<file path="src/paso_params.svh">
// constants of the sample output block: widths, codes, depths and reset values
// How it works
// - sample clock rise puts converter into hold
// - coarse result first, then fine result
// - correct and align both results into one word
// - result leaves as one ten bit word
// - msb on highest line, lsb on lowest
// - word and flag change on sample edge
// - word belongs to sample five edges earlier
// - flag low in span, high outside it
// - over gives ones, under zeros, both flagged
// - out of span holds word at a rail
`ifndef PASO_PARAMS_SVH
`define PASO_PARAMS_SVH

`define PASO_CLK_PERIOD_NS 50
`define PASO_WORD_W 10
`define PASO_COARSE_W 5
`define PASO_FINE_W 6
`define PASO_FINE_OFFSET 12'sh010
`define PASO_WORD_MAX 10'h3ff
`define PASO_WORD_MIN 10'h000
`define PASO_MIDSCALE 10'h1ff
`define PASO_PIPE_DEPTH 5
`define PASO_FIFO_DEPTH 16
`define PASO_MIN_EDGE_GAP 4
`define PASO_RESULT_RST 11'h000
`define PASO_CODE_RST 5'h00
`define PASO_FINE_RST 6'h00

`endif

</file>
<file path="src/paso_pkg.sv">
// types shared by the sample output block
`include "paso_params.svh"

package paso_pkg;

	typedef logic [`PASO_WORD_W-1:0] paso_word_t;

	typedef struct packed {
		logic flag;
		paso_word_t word;
	} paso_result_t;

	typedef enum logic [3:0] {
		PASO_IDLE = 4'b0001,
		PASO_COARSE = 4'b0010,
		PASO_FINE = 4'b0100,
		PASO_CORRECT = 4'b1000
	} paso_conv_t;

	typedef struct packed {
		logic clk_seen;
		paso_conv_t conv;
		logic hold;
		logic coarse_go;
		logic fine_go;
		logic [`PASO_COARSE_W-1:0] coarse;
		logic [`PASO_FINE_W-1:0] fine;
		logic over;
		logic under;
		paso_result_t result;
		logic push;
		logic lost;
	} paso_state_t;

endpackage : paso_pkg

</file>
<file path="src/paso_stage.sv">
// one pipeline delay that advances on each sample edge
`timescale 1ns/10ps
module paso_stage #(
	parameter int WIDTH = 11
) (
	input wire logic clock,
	input wire logic rstn,
	input wire logic advance,
	input wire logic [WIDTH-1:0] din,
	output logic [WIDTH-1:0] dout
);

	typedef struct packed {
		logic [WIDTH-1:0] data;
	} paso_stage_t;

	paso_stage_t st;
	paso_stage_t next_st;

	always_comb begin
		next_st = st;
		if (advance) begin
			next_st.data = din;
		end
	end

	always_ff @(posedge clock or negedge rstn) begin
		if (!rstn) begin
			st <= '0;
		end else begin
			st <= next_st;
		end
	end

	assign dout = st.data;

endmodule : paso_stage

</file>
<file path="src/paso_fifo.sv">
// flip-flop fifo with valid and ready on both sides
`timescale 1ns/10ps
module paso_fifo #(
	parameter int WIDTH = 11,
	parameter int DEPTH = 16
) (
	input wire logic clock,
	input wire logic rstn,
	input wire logic in_valid,
	output logic in_ready,
	input wire logic [WIDTH-1:0] in_data,
	output logic out_valid,
	input wire logic out_ready,
	output logic [WIDTH-1:0] out_data
);

	localparam int AW = $clog2(DEPTH);

	typedef struct packed {
		logic [DEPTH-1:0][WIDTH-1:0] mem;
		logic [AW-1:0] wr;
		logic [AW-1:0] rd;
		logic [AW:0] count;
	} paso_fifo_t;

	paso_fifo_t st;
	paso_fifo_t next_st;
	logic do_push;
	logic do_pop;

	assign in_ready = (st.count != (AW+1)'(DEPTH));
	assign out_valid = (st.count != '0);
	assign out_data = st.mem[st.rd];
	assign do_push = in_valid && in_ready;
	assign do_pop = out_valid && out_ready;

	always_comb begin
		next_st = st;
		if (do_push) begin
			next_st.mem[st.wr] = in_data;
			next_st.wr = (st.wr == AW'(DEPTH - 1)) ? '0 : st.wr + AW'(1);
		end
		if (do_pop) begin
			next_st.rd = (st.rd == AW'(DEPTH - 1)) ? '0 : st.rd + AW'(1);
		end
		case ({do_push, do_pop})
			2'b10: next_st.count = st.count + (AW+1)'(1);
			2'b01: next_st.count = st.count - (AW+1)'(1);
			default: next_st.count = st.count;
		endcase
	end

	always_ff @(posedge clock or negedge rstn) begin
		if (!rstn) begin
			st <= '0;
		end else begin
			st <= next_st;
		end
	end
endmodule : paso_fifo

</file>
<file path="src/paso_adc_out.sv">
// converter digital side: conversion sequencing, correction, output pipeline and stream tap
`timescale 1ns/10ps
`include "paso_params.svh"
module paso_adc_out
	import paso_pkg::*;
(
	input wire logic clock,
	input wire logic rstn,
	input wire logic sample_clk,
	input wire logic over_top,
	input wire logic under_bottom,
	input wire logic [`PASO_COARSE_W-1:0] coarse_code,
	input wire logic [`PASO_FINE_W-1:0] fine_code,
	output logic track_hold,
	output logic coarse_go,
	output logic fine_go,
	output logic [`PASO_WORD_W-1:0] sample_word,
	output logic sample_bit_top,
	output logic range_flag,
	output logic [`PASO_WORD_W:0] stream_data,
	output logic stream_valid,
	input wire logic stream_ready,
	output logic stream_room,
	input wire logic stream_lost_clear,
	output logic stream_lost
);

	paso_state_t st;
	paso_state_t next_st;
	logic sample_edge;
	logic fifo_in_ready;
	paso_result_t chain [0:`PASO_PIPE_DEPTH];

	// coarse carries the upper bits; fine overlaps it by one bit and is offset
	// by half a coarse step, so a coarse code one step off is repaired here
	function automatic paso_result_t paso_fix(
		input logic [`PASO_COARSE_W-1:0] c,
		input logic [`PASO_FINE_W-1:0] f,
		input logic ov,
		input logic un
	);
		logic signed [11:0] sum;
		paso_result_t r;
		sum = $signed({2'b00, c, 5'h00}) + $signed({6'h00, f}) - `PASO_FINE_OFFSET;
		r.flag = 1'b0;
		r.word = `PASO_WORD_MIN;
		if (ov) begin
			r.flag = 1'b1;
			r.word = `PASO_WORD_MAX;
		end else if (un) begin
			r.flag = 1'b1;
			r.word = `PASO_WORD_MIN;
		end else if (sum < 12'sh000) begin
			r.word = `PASO_WORD_MIN;
		end else if (sum > $signed({2'b00, `PASO_WORD_MAX})) begin
			r.word = `PASO_WORD_MAX;
		end else begin
			r.word = sum[`PASO_WORD_W-1:0];
		end
		return r;
	endfunction : paso_fix

	// sample clock is synchronous to clock; a rise is one cycle wide
	assign sample_edge = sample_clk && !st.clk_seen;

	always_comb begin
		next_st = st;
		next_st.clk_seen = sample_clk;
		next_st.coarse_go = 1'b0;
		next_st.fine_go = 1'b0;
		next_st.push = sample_edge;
		if (sample_edge) begin
			// an early edge restarts the conversion
			next_st.conv = PASO_COARSE;
			next_st.hold = 1'b1;
			next_st.over = over_top;
			next_st.under = under_bottom;
			next_st.coarse_go = 1'b1;
		end else begin
			case (st.conv)
				PASO_IDLE: begin
					next_st.hold = 1'b0;
				end
				PASO_COARSE: begin
					next_st.coarse = coarse_code;
					next_st.fine_go = 1'b1;
					next_st.conv = PASO_FINE;
				end
				PASO_FINE: begin
					next_st.fine = fine_code;
					next_st.conv = PASO_CORRECT;
				end
				PASO_CORRECT: begin
					next_st.result = paso_fix(st.coarse, st.fine, st.over, st.under);
					next_st.hold = 1'b0;
					next_st.conv = PASO_IDLE;
				end
				default: begin
					next_st.conv = PASO_IDLE;
					next_st.hold = 1'b0;
				end
			endcase
		end
		// overflow of the tap wins over a clear in the same cycle
		next_st.lost = (st.lost && !stream_lost_clear) || (st.push && !fifo_in_ready);
	end

	always_ff @(posedge clock or negedge rstn) begin
		if (!rstn) begin
			st.clk_seen <= 1'b0;
			st.conv <= PASO_IDLE;
			st.hold <= 1'b0;
			st.coarse_go <= 1'b0;
			st.fine_go <= 1'b0;
			st.coarse <= `PASO_CODE_RST;
			st.fine <= `PASO_FINE_RST;
			st.over <= 1'b0;
			st.under <= 1'b0;
			st.result <= `PASO_RESULT_RST;
			st.push <= 1'b0;
			st.lost <= 1'b0;
		end else begin
			st <= next_st;
		end
	end

	// the finished result of the previous sample enters the first delay on
	// each edge; five delays in all put it on the pins five edges after its sample
	assign chain[0] = st.result;

	genvar gi;
	generate
		for (gi = 0; gi < `PASO_PIPE_DEPTH; gi++) begin : g_pipe
			paso_stage #(
				.WIDTH($bits(paso_result_t))
			) u_stage (
				.clock(clock),
				.rstn(rstn),
				.advance(sample_edge),
				.din(chain[gi]),
				.dout(chain[gi+1])
			);
		end
	endgenerate

	assign sample_word = chain[`PASO_PIPE_DEPTH].word;
	assign sample_bit_top = chain[`PASO_PIPE_DEPTH].word[`PASO_WORD_W-1];
	assign range_flag = chain[`PASO_PIPE_DEPTH].flag;
	assign track_hold = st.hold;
	assign coarse_go = st.coarse_go;
	assign fine_go = st.fine_go;
	assign stream_lost = st.lost;
	assign stream_room = fifo_in_ready;

	// each word that reaches the pins is also queued while the fifo has room, flag on top
	paso_fifo #(
		.WIDTH($bits(paso_result_t)),
		.DEPTH(`PASO_FIFO_DEPTH)
	) u_fifo (
		.clock(clock),
		.rstn(rstn),
		.in_valid(st.push),
		.in_ready(fifo_in_ready),
		.in_data(chain[`PASO_PIPE_DEPTH]),
		.out_valid(stream_valid),
		.out_ready(stream_ready),
		.out_data(stream_data)
	);

	// helper: reference chain of result flags, moved on every sample edge
	logic [`PASO_PIPE_DEPTH-1:0] ref_flag;
	always_ff @(posedge clock or negedge rstn) begin
		if (!rstn) begin
			ref_flag <= '0;
		end else if (sample_edge) begin
			ref_flag <= {ref_flag[`PASO_PIPE_DEPTH-2:0], st.result.flag};
		end
	end
endmodule : paso_adc_out

</file>
<file path="config.mk">
export PLATFORM = sky130hd
export DESIGN_NAME = paso_adc_out
export DESIGN_NICKNAME = d
export VERILOG_FILES = /design/src/paso_pkg.sv /design/src/paso_stage.sv /design/src/paso_fifo.sv /design/src/paso_adc_out.sv
export VERILOG_INCLUDE_DIRS = /design/src
export SDC_FILE = /design/constraint.sdc
export NUM_CORES = 1
export LEC_CHECK = 0
export BUFFER_PORTS_ARGS = -buffer_cell sky130_fd_sc_hd__buf_2
export CORE_MARGIN = 1
export CORE_UTILIZATION = 60
export CTS_CLUSTER_SIZE = 24
export DETAILED_ROUTE_END_ITERATION = 10
export GPL_ROUTABILITY_DRIVEN = 1
export PLACE_DENSITY = 0.85
export SYNTH_ARGS = -nofsm -noshare
export SYNTH_HDL_FRONTEND = slang
export SYNTH_HIERARCHICAL = 1
export SYNTH_SLANG_ARGS = --single-unit
</file>
<file path="constraint.sdc">
create_clock -name clock -period 7.5 [get_ports clock]
set_clock_uncertainty 0.1 [all_clocks]
set_input_delay 0.75 -clock clock [delete_from_list [all_inputs] [get_ports clock]]
set_output_delay 0.75 -clock clock [all_outputs]
set_load 0.005 [all_outputs]
</file>
Word level (Yosys, flattened, before mapping)
Cells that the tools add are included.
{"block": "totals", "reg_bits": 278, "latchBits": 0, "ram_bits": 0, "rom_bits": 0, "inputBits": 18, "wordCells": 96, "mem_count": 0}
{"block": "classes", "add_sub_neg": 6, "n_mul": 0, "div": 0, "order_cmp": 5, "n_eq_ne": 11, "n_shift": 0, "n_mux": 20, "n_bitwise": 1, "reduce_logical": 16}
{"cell": "$bwmux W176", "n": 1}
{"cell": "$bmux W11 S4", "n": 1}
{"cell": "$demux W11 S4", "n": 1}
{"cell": "$mux W11", "n": 3}
{"cell": "$mux W10", "n": 3}
{"cell": "$eq A4 B4 Y1 const B", "n": 3}
{"cell": "$gt A12 B11 Y1 const B", "n": 1}
{"cell": "$lt A12 B1 Y1 const B", "n": 1}
{"cell": "$mux W12", "n": 1}
{"cell": "$mux W6", "n": 2}
{"cell": "$pmux W4 S3", "n": 1}
{"cell": "$sub A11 B5 Y12 const B", "n": 1}
{"cell": "$add A10 B6 Y11", "n": 1}
{"cell": "$lt A4 B5 Y1 const B", "n": 2}
{"cell": "$pmux W5 S2", "n": 1}
{"cell": "$add A4 B1 Y4 const B", "n": 2}
{"cell": "$mux W4", "n": 2}
{"cell": "$logic_and A1 B1 Y1", "n": 6}
{"cell": "$reduce_and A2 Y1", "n": 3}
{"cell": "$add A5 B1 Y5 const B", "n": 1}
{"cell": "$mux W5", "n": 1}
{"cell": "$ne A5 B5 Y1 const B", "n": 1}
{"cell": "$reduce_bool A5 Y1", "n": 1}
{"cell": "$sub A5 B1 Y5 const B", "n": 1}
{"cell": "13 further kinds", "n": 18}

Depth between registers and ports, before layout
{"block": "depth", "depth_word": 7, "depth_mapped": 11, "ltp_nobuf": 11}

Modules after synthesis
The synthesis kept the hierarchy.
{"mod": "paso_fifo", "instances": 1, "cells_each": 609, "area_per_inst_um2": 9243.9, "seq_area_each_um2": 4729.5}
{"mod": "paso_stage", "instances": 5, "cells_each": 23, "area_per_inst_um2": 447.9, "seq_area_each_um2": 275.3}
{"mod": "paso_adc_out", "instances": 1, "cells_each": 123, "area_per_inst_um2": 1570.3, "seq_area_each_um2": 827.0}

Worst setup path before layout
Ideal clock, no wire load.
{"block": "synth_path", "path_kind": "input-to-reg", "start": "input port stream_ready", "end": "register u_fifo/st[4] in the netlist's numbering", "arrival_time_ps": 2672, "t_required_ps": 7274, "slack_ps": 4602, "cell_stages": 9, "path_buffers": 0, "cell_sequence": "a21boi_1 > ha_1 > inv_1 > fa_1 > nor2b_1 > o21ai_0 > nand3_1 > or3b_2 > xnor2_1"}
{"block": "synth_via", "elab_chain_len": 3, "elab_cells_between_ends": 5, "cone_classes": "eq/ne (2); mux (1); reduce/logical (2)"}
{"item": "from (decl)", "line_no": "paso_adc_out.sv:22", "source": "input wire logic stream_ready,"}
{"item": "$logic_and A1 B1 Y1 *", "line_no": "paso_fifo.sv:35", "source": "assign do_pop = out_valid && out_ready;"}
{"item": "$eq A2 B1 Y1 / $eq A2 B2 Y1 (equally long branches)", "line_no": "paso_fifo.sv:46", "source": "case ({do_push, do_pop})"}
{"item": "$pmux W5 S2 / $reduce_bool A2 Y1 (equally long branches)"}
{"item": "to (signal assigned)", "line_no": "paso_fifo.sv:57", "source": "st <= next_st;"}
{"item": "to (decl)", "line_no": "paso_fifo.sv:26", "source": "paso_fifo_t st;"}
Mark *: on every way between the ends. The rest lies on a longest branch, timed or not.
A chain may end at the register's enable or synchronous reset.

Worst setup path in the final report
{"block": "layout_path", "start": "register u_fifo/st[6] in the netlist's numbering", "end": "output port stream_data[7]"}
{"block": "layout_via", "elab_chain_len": 2}
{"item": "$bmux W11 S4", "line_no": "paso_fifo.sv:33", "source": "assign out_data = st.mem[st.rd];"}
{"item": "$mux W11 (not written as such)", "line_no": "paso_fifo.sv:33"}
{"item": "to (decl)", "line_no": "paso_adc_out.sv:20", "source": "output logic [`PASO_WORD_W:0] stream_data,"}
Every way passes these cells. The select of a mux whose other input is x is not followed.

==> run metrics <==
Main synth FF type dfrtp_1; CTS hold repair buffers 0; overall power 5.93 mW; data required time at the worst endpoint 6.65 ns; min-delay worst type primary input to async pin; share of cells above drive strength 1 0.469; post-synthesis register bit count 277; VDD IR-drop max 0.205 mV; metal2 WL 12.6 mm; Core Region 0.0212 mm2; vias post-DR 7014; Unique masters post-synth 52; unrepaired setup endpoints after global routing false; final WL 25.1 mm; largest net degree at the start of global routing 141; critical path arrival 3.14 ns; DP Cell Count 1121; Setup Viol. Count Final 0; DRC 0; Antenna Violating Nets Remaining 0; Die Height 150 um; CTS tree done; port bufs 46; DRT iter0 DRCs 450; clock tree buffer depth 3; GRT Total Usage 0.237; max-cap viol count 0; worst hold margin 0.238 ns; Post-Layout Cell Count 1173; crit path buf inv count 2; root buf cell clkbuf_16; Final min period 3.99 ns; fmax 251 MHz; first drt pass iteration count 4; Die W 150 um; Crit Path Class flip-flop to output pin; Antenna diodes 0; Crit path largest cell delay 0.79 ns; Vias per Instance 5.98; DR WL met3 910 um; met1 wire length 11.0 mm; first-pass GRT wire length 41.2 mm; gpl congestion 0.802; CP max stage cell dfrtp_2; total CTS buffers 28; Post-CTS Setup Repair Bufs 0; Startpoint Class flip-flop; PwrDens 414 mW/mm2; Worst-Skew Late Latency 0.53 ns; initial antenna violation count 0; max layer used met4; CP Capture Type output pin; H-Tree Level Count 1; final layout net count 914; setup TNS 0 ns; synthesis warning total 6; starting density of the core 0.617; global route overflow 0; Die ar. 0.0224 mm2; DR WL/cell 21.4 um; outcome finished, final reports clean; num rows 53; worst rel slew slack 0.226; leakage 6.87 nW; post-synthesis to final-layout area growth 9.72%; Synth Cell Area 0.0131 mm2; ys async rst share 1.00; crit-path max FO 32; Final period util 0.532; sequential share of the synthesized area 0.531; worst path cell trace buf_4 > mux2_2 > o221ai_1 > o21ai_0 > a221o_1 > buf_2; vias in the first global route 7599; Reg2Reg Setup Slack 4.27 ns; hpwl dp 15.5 mm; syn avg cell area 15.4 um2; I/O pin cnt 47; EDFF count, synth 0; synthesized instance count 847; endpoints failing hold 0; Slew Limit Fails 0; FILL cells 1396; final core utilization 0.677; Reg clk slew, reported paths 0.06 ns; post-synth net total 885; CTS sink cnt 277; post-CTS sizing 0; Crit path max-delay family flip-flops; Slew @ Worst Pin 1.16 ns
[stage by stage]
step	setup slack (ns)	area, um2
3_5_place_dp	4.05	13400
3_3_place_gp	4.15	13400
5_1_grt	3.36	14300
4_1_cts	3.49	14300
6_report	3.51	14300
2_1_floorplan	4.60	13100
[registers in the layout, indices dropped and copies added (netlist names)]
name / flops
stream_lost: 1
fine_go: 1
coarse_go: 1
chain: 11
track_hold: 1
g_pipe.u_stage/dout: 55
u_fifo/st: 189
st: 18
[layout make-up]
class / count / area, um2 / share of cell area
Sequential cell: 277 / 6940 / 0.484
Clock inverter: 6 / 82.6 / 0.00577
Tap cell: 275 / 344 / 0.0240
Multi-Input combinational cell: 475 / 5600 / 0.391
Inverter: 36 / 135 / 0.00943
Timing Repair Buffer: 58 / 343 / 0.0239
Clock buffer: 46 / 880 / 0.0614
[Yosys cell counts (7+ instances only)]
library cell  number  area (um2)
dfrtp_1          276        6910
mux2_2           157        1770
mux2_4           100        1500
inv_1             35         131
mux4_2            33         743
clkbuf_1          21        78.8
o21ai_0           20         100
ha_1              18         225
nor2b_1           16         100
buf_6             15         169
nand2_1           13        48.8
buf_2             12        60.1
a221o_1           11         110
buf_4             11        82.6
mux2_1            11         124
o221ai_1          11        96.3
nor2_1            10        37.5
o221a_1           10         113
nand3_2            9        90.1
a21oi_1            7        35.0
[routing by layer]
layer / up-vias / track usage
li1: 3144 / -
met1: 3678 / 0.322
met2: 144 / 0.399
met3: 48 / 0.0345
met4: 0 / 0.0633
met5: - / 0
[power by group]
| group | total, mW | internal (mW) | switching, mW |
|---|---|---|---|
| clock | 1.43 | 0.865 | 0.566 |
| sequential | 2.56 | 2.06 | 0.503 |
| combinational | 1.94 | 1.13 | 0.810 |
[worst reg2reg max path, cell delays in order, from the launching register on]
cell and delay (ns):
dfrtp_1 0.46, nor4_4 0.10, a21boi_4 0.59, inv_2 0.16, ha_1 0.30, ha_1 0.33
nor2b_1 0.14, o21ai_0 0.22, a21oi_1 0.12, or3b_2 0.46, xnor2_1 0.13
[cell families after synthesis]
group                      Yosys count  synth area share
buffers and inverters               95            0.0403
DFF                                277             0.531
adders and majority gates           20            0.0203
xor gates and xnor gates            10           0.00671
muxes                              301             0.317
AOI/OAI and AO/OA                   71            0.0451
and+or+nand+nor                     73            0.0396
[worst paths after layout]
path                       cells past startpoint         start              to
max                                            6  u_fifo/st[6]  stream_data[7]
min                                            1          rstn  u_fifo/st[180]
min reg2reg                                    1        st[33]          st[30]
max reg2reg                                   10  u_fifo/st[0]    u_fifo/st[4]
max in group asynchronous                      2          rstn    u_fifo/st[6]
min in group clock                             1    sample_clk          st[33]
[layout by cell type, fill, tap and decap left out, types with 2 or more instances in the layout]
cell and count:
clkbuf_1 8, xor2_1 5, clkbuf_16 29, nand4_2 4, nand2_1 13, inv_1 35, fa_1 2, o21ai_0 20
o221ai_1 11, nor3_1 2, nor3_2 2, nor2b_1 15, mux2_4 100, nand3_1 3, bufinv_16 2, buf_2 45
a21oi_1 7, dfrtp_2 2, mux4_2 33, mux2_2 157, ha_1 18, nor2_1 10, nand3_2 9, nand2b_1 4
clkinv_2 3, clkbuf_8 9, xnor2_1 5, mux2_1 11, dfrtp_1 274, o221a_1 10, a221o_1 11, buf_4 11
(Power assumes the default switching activity.)
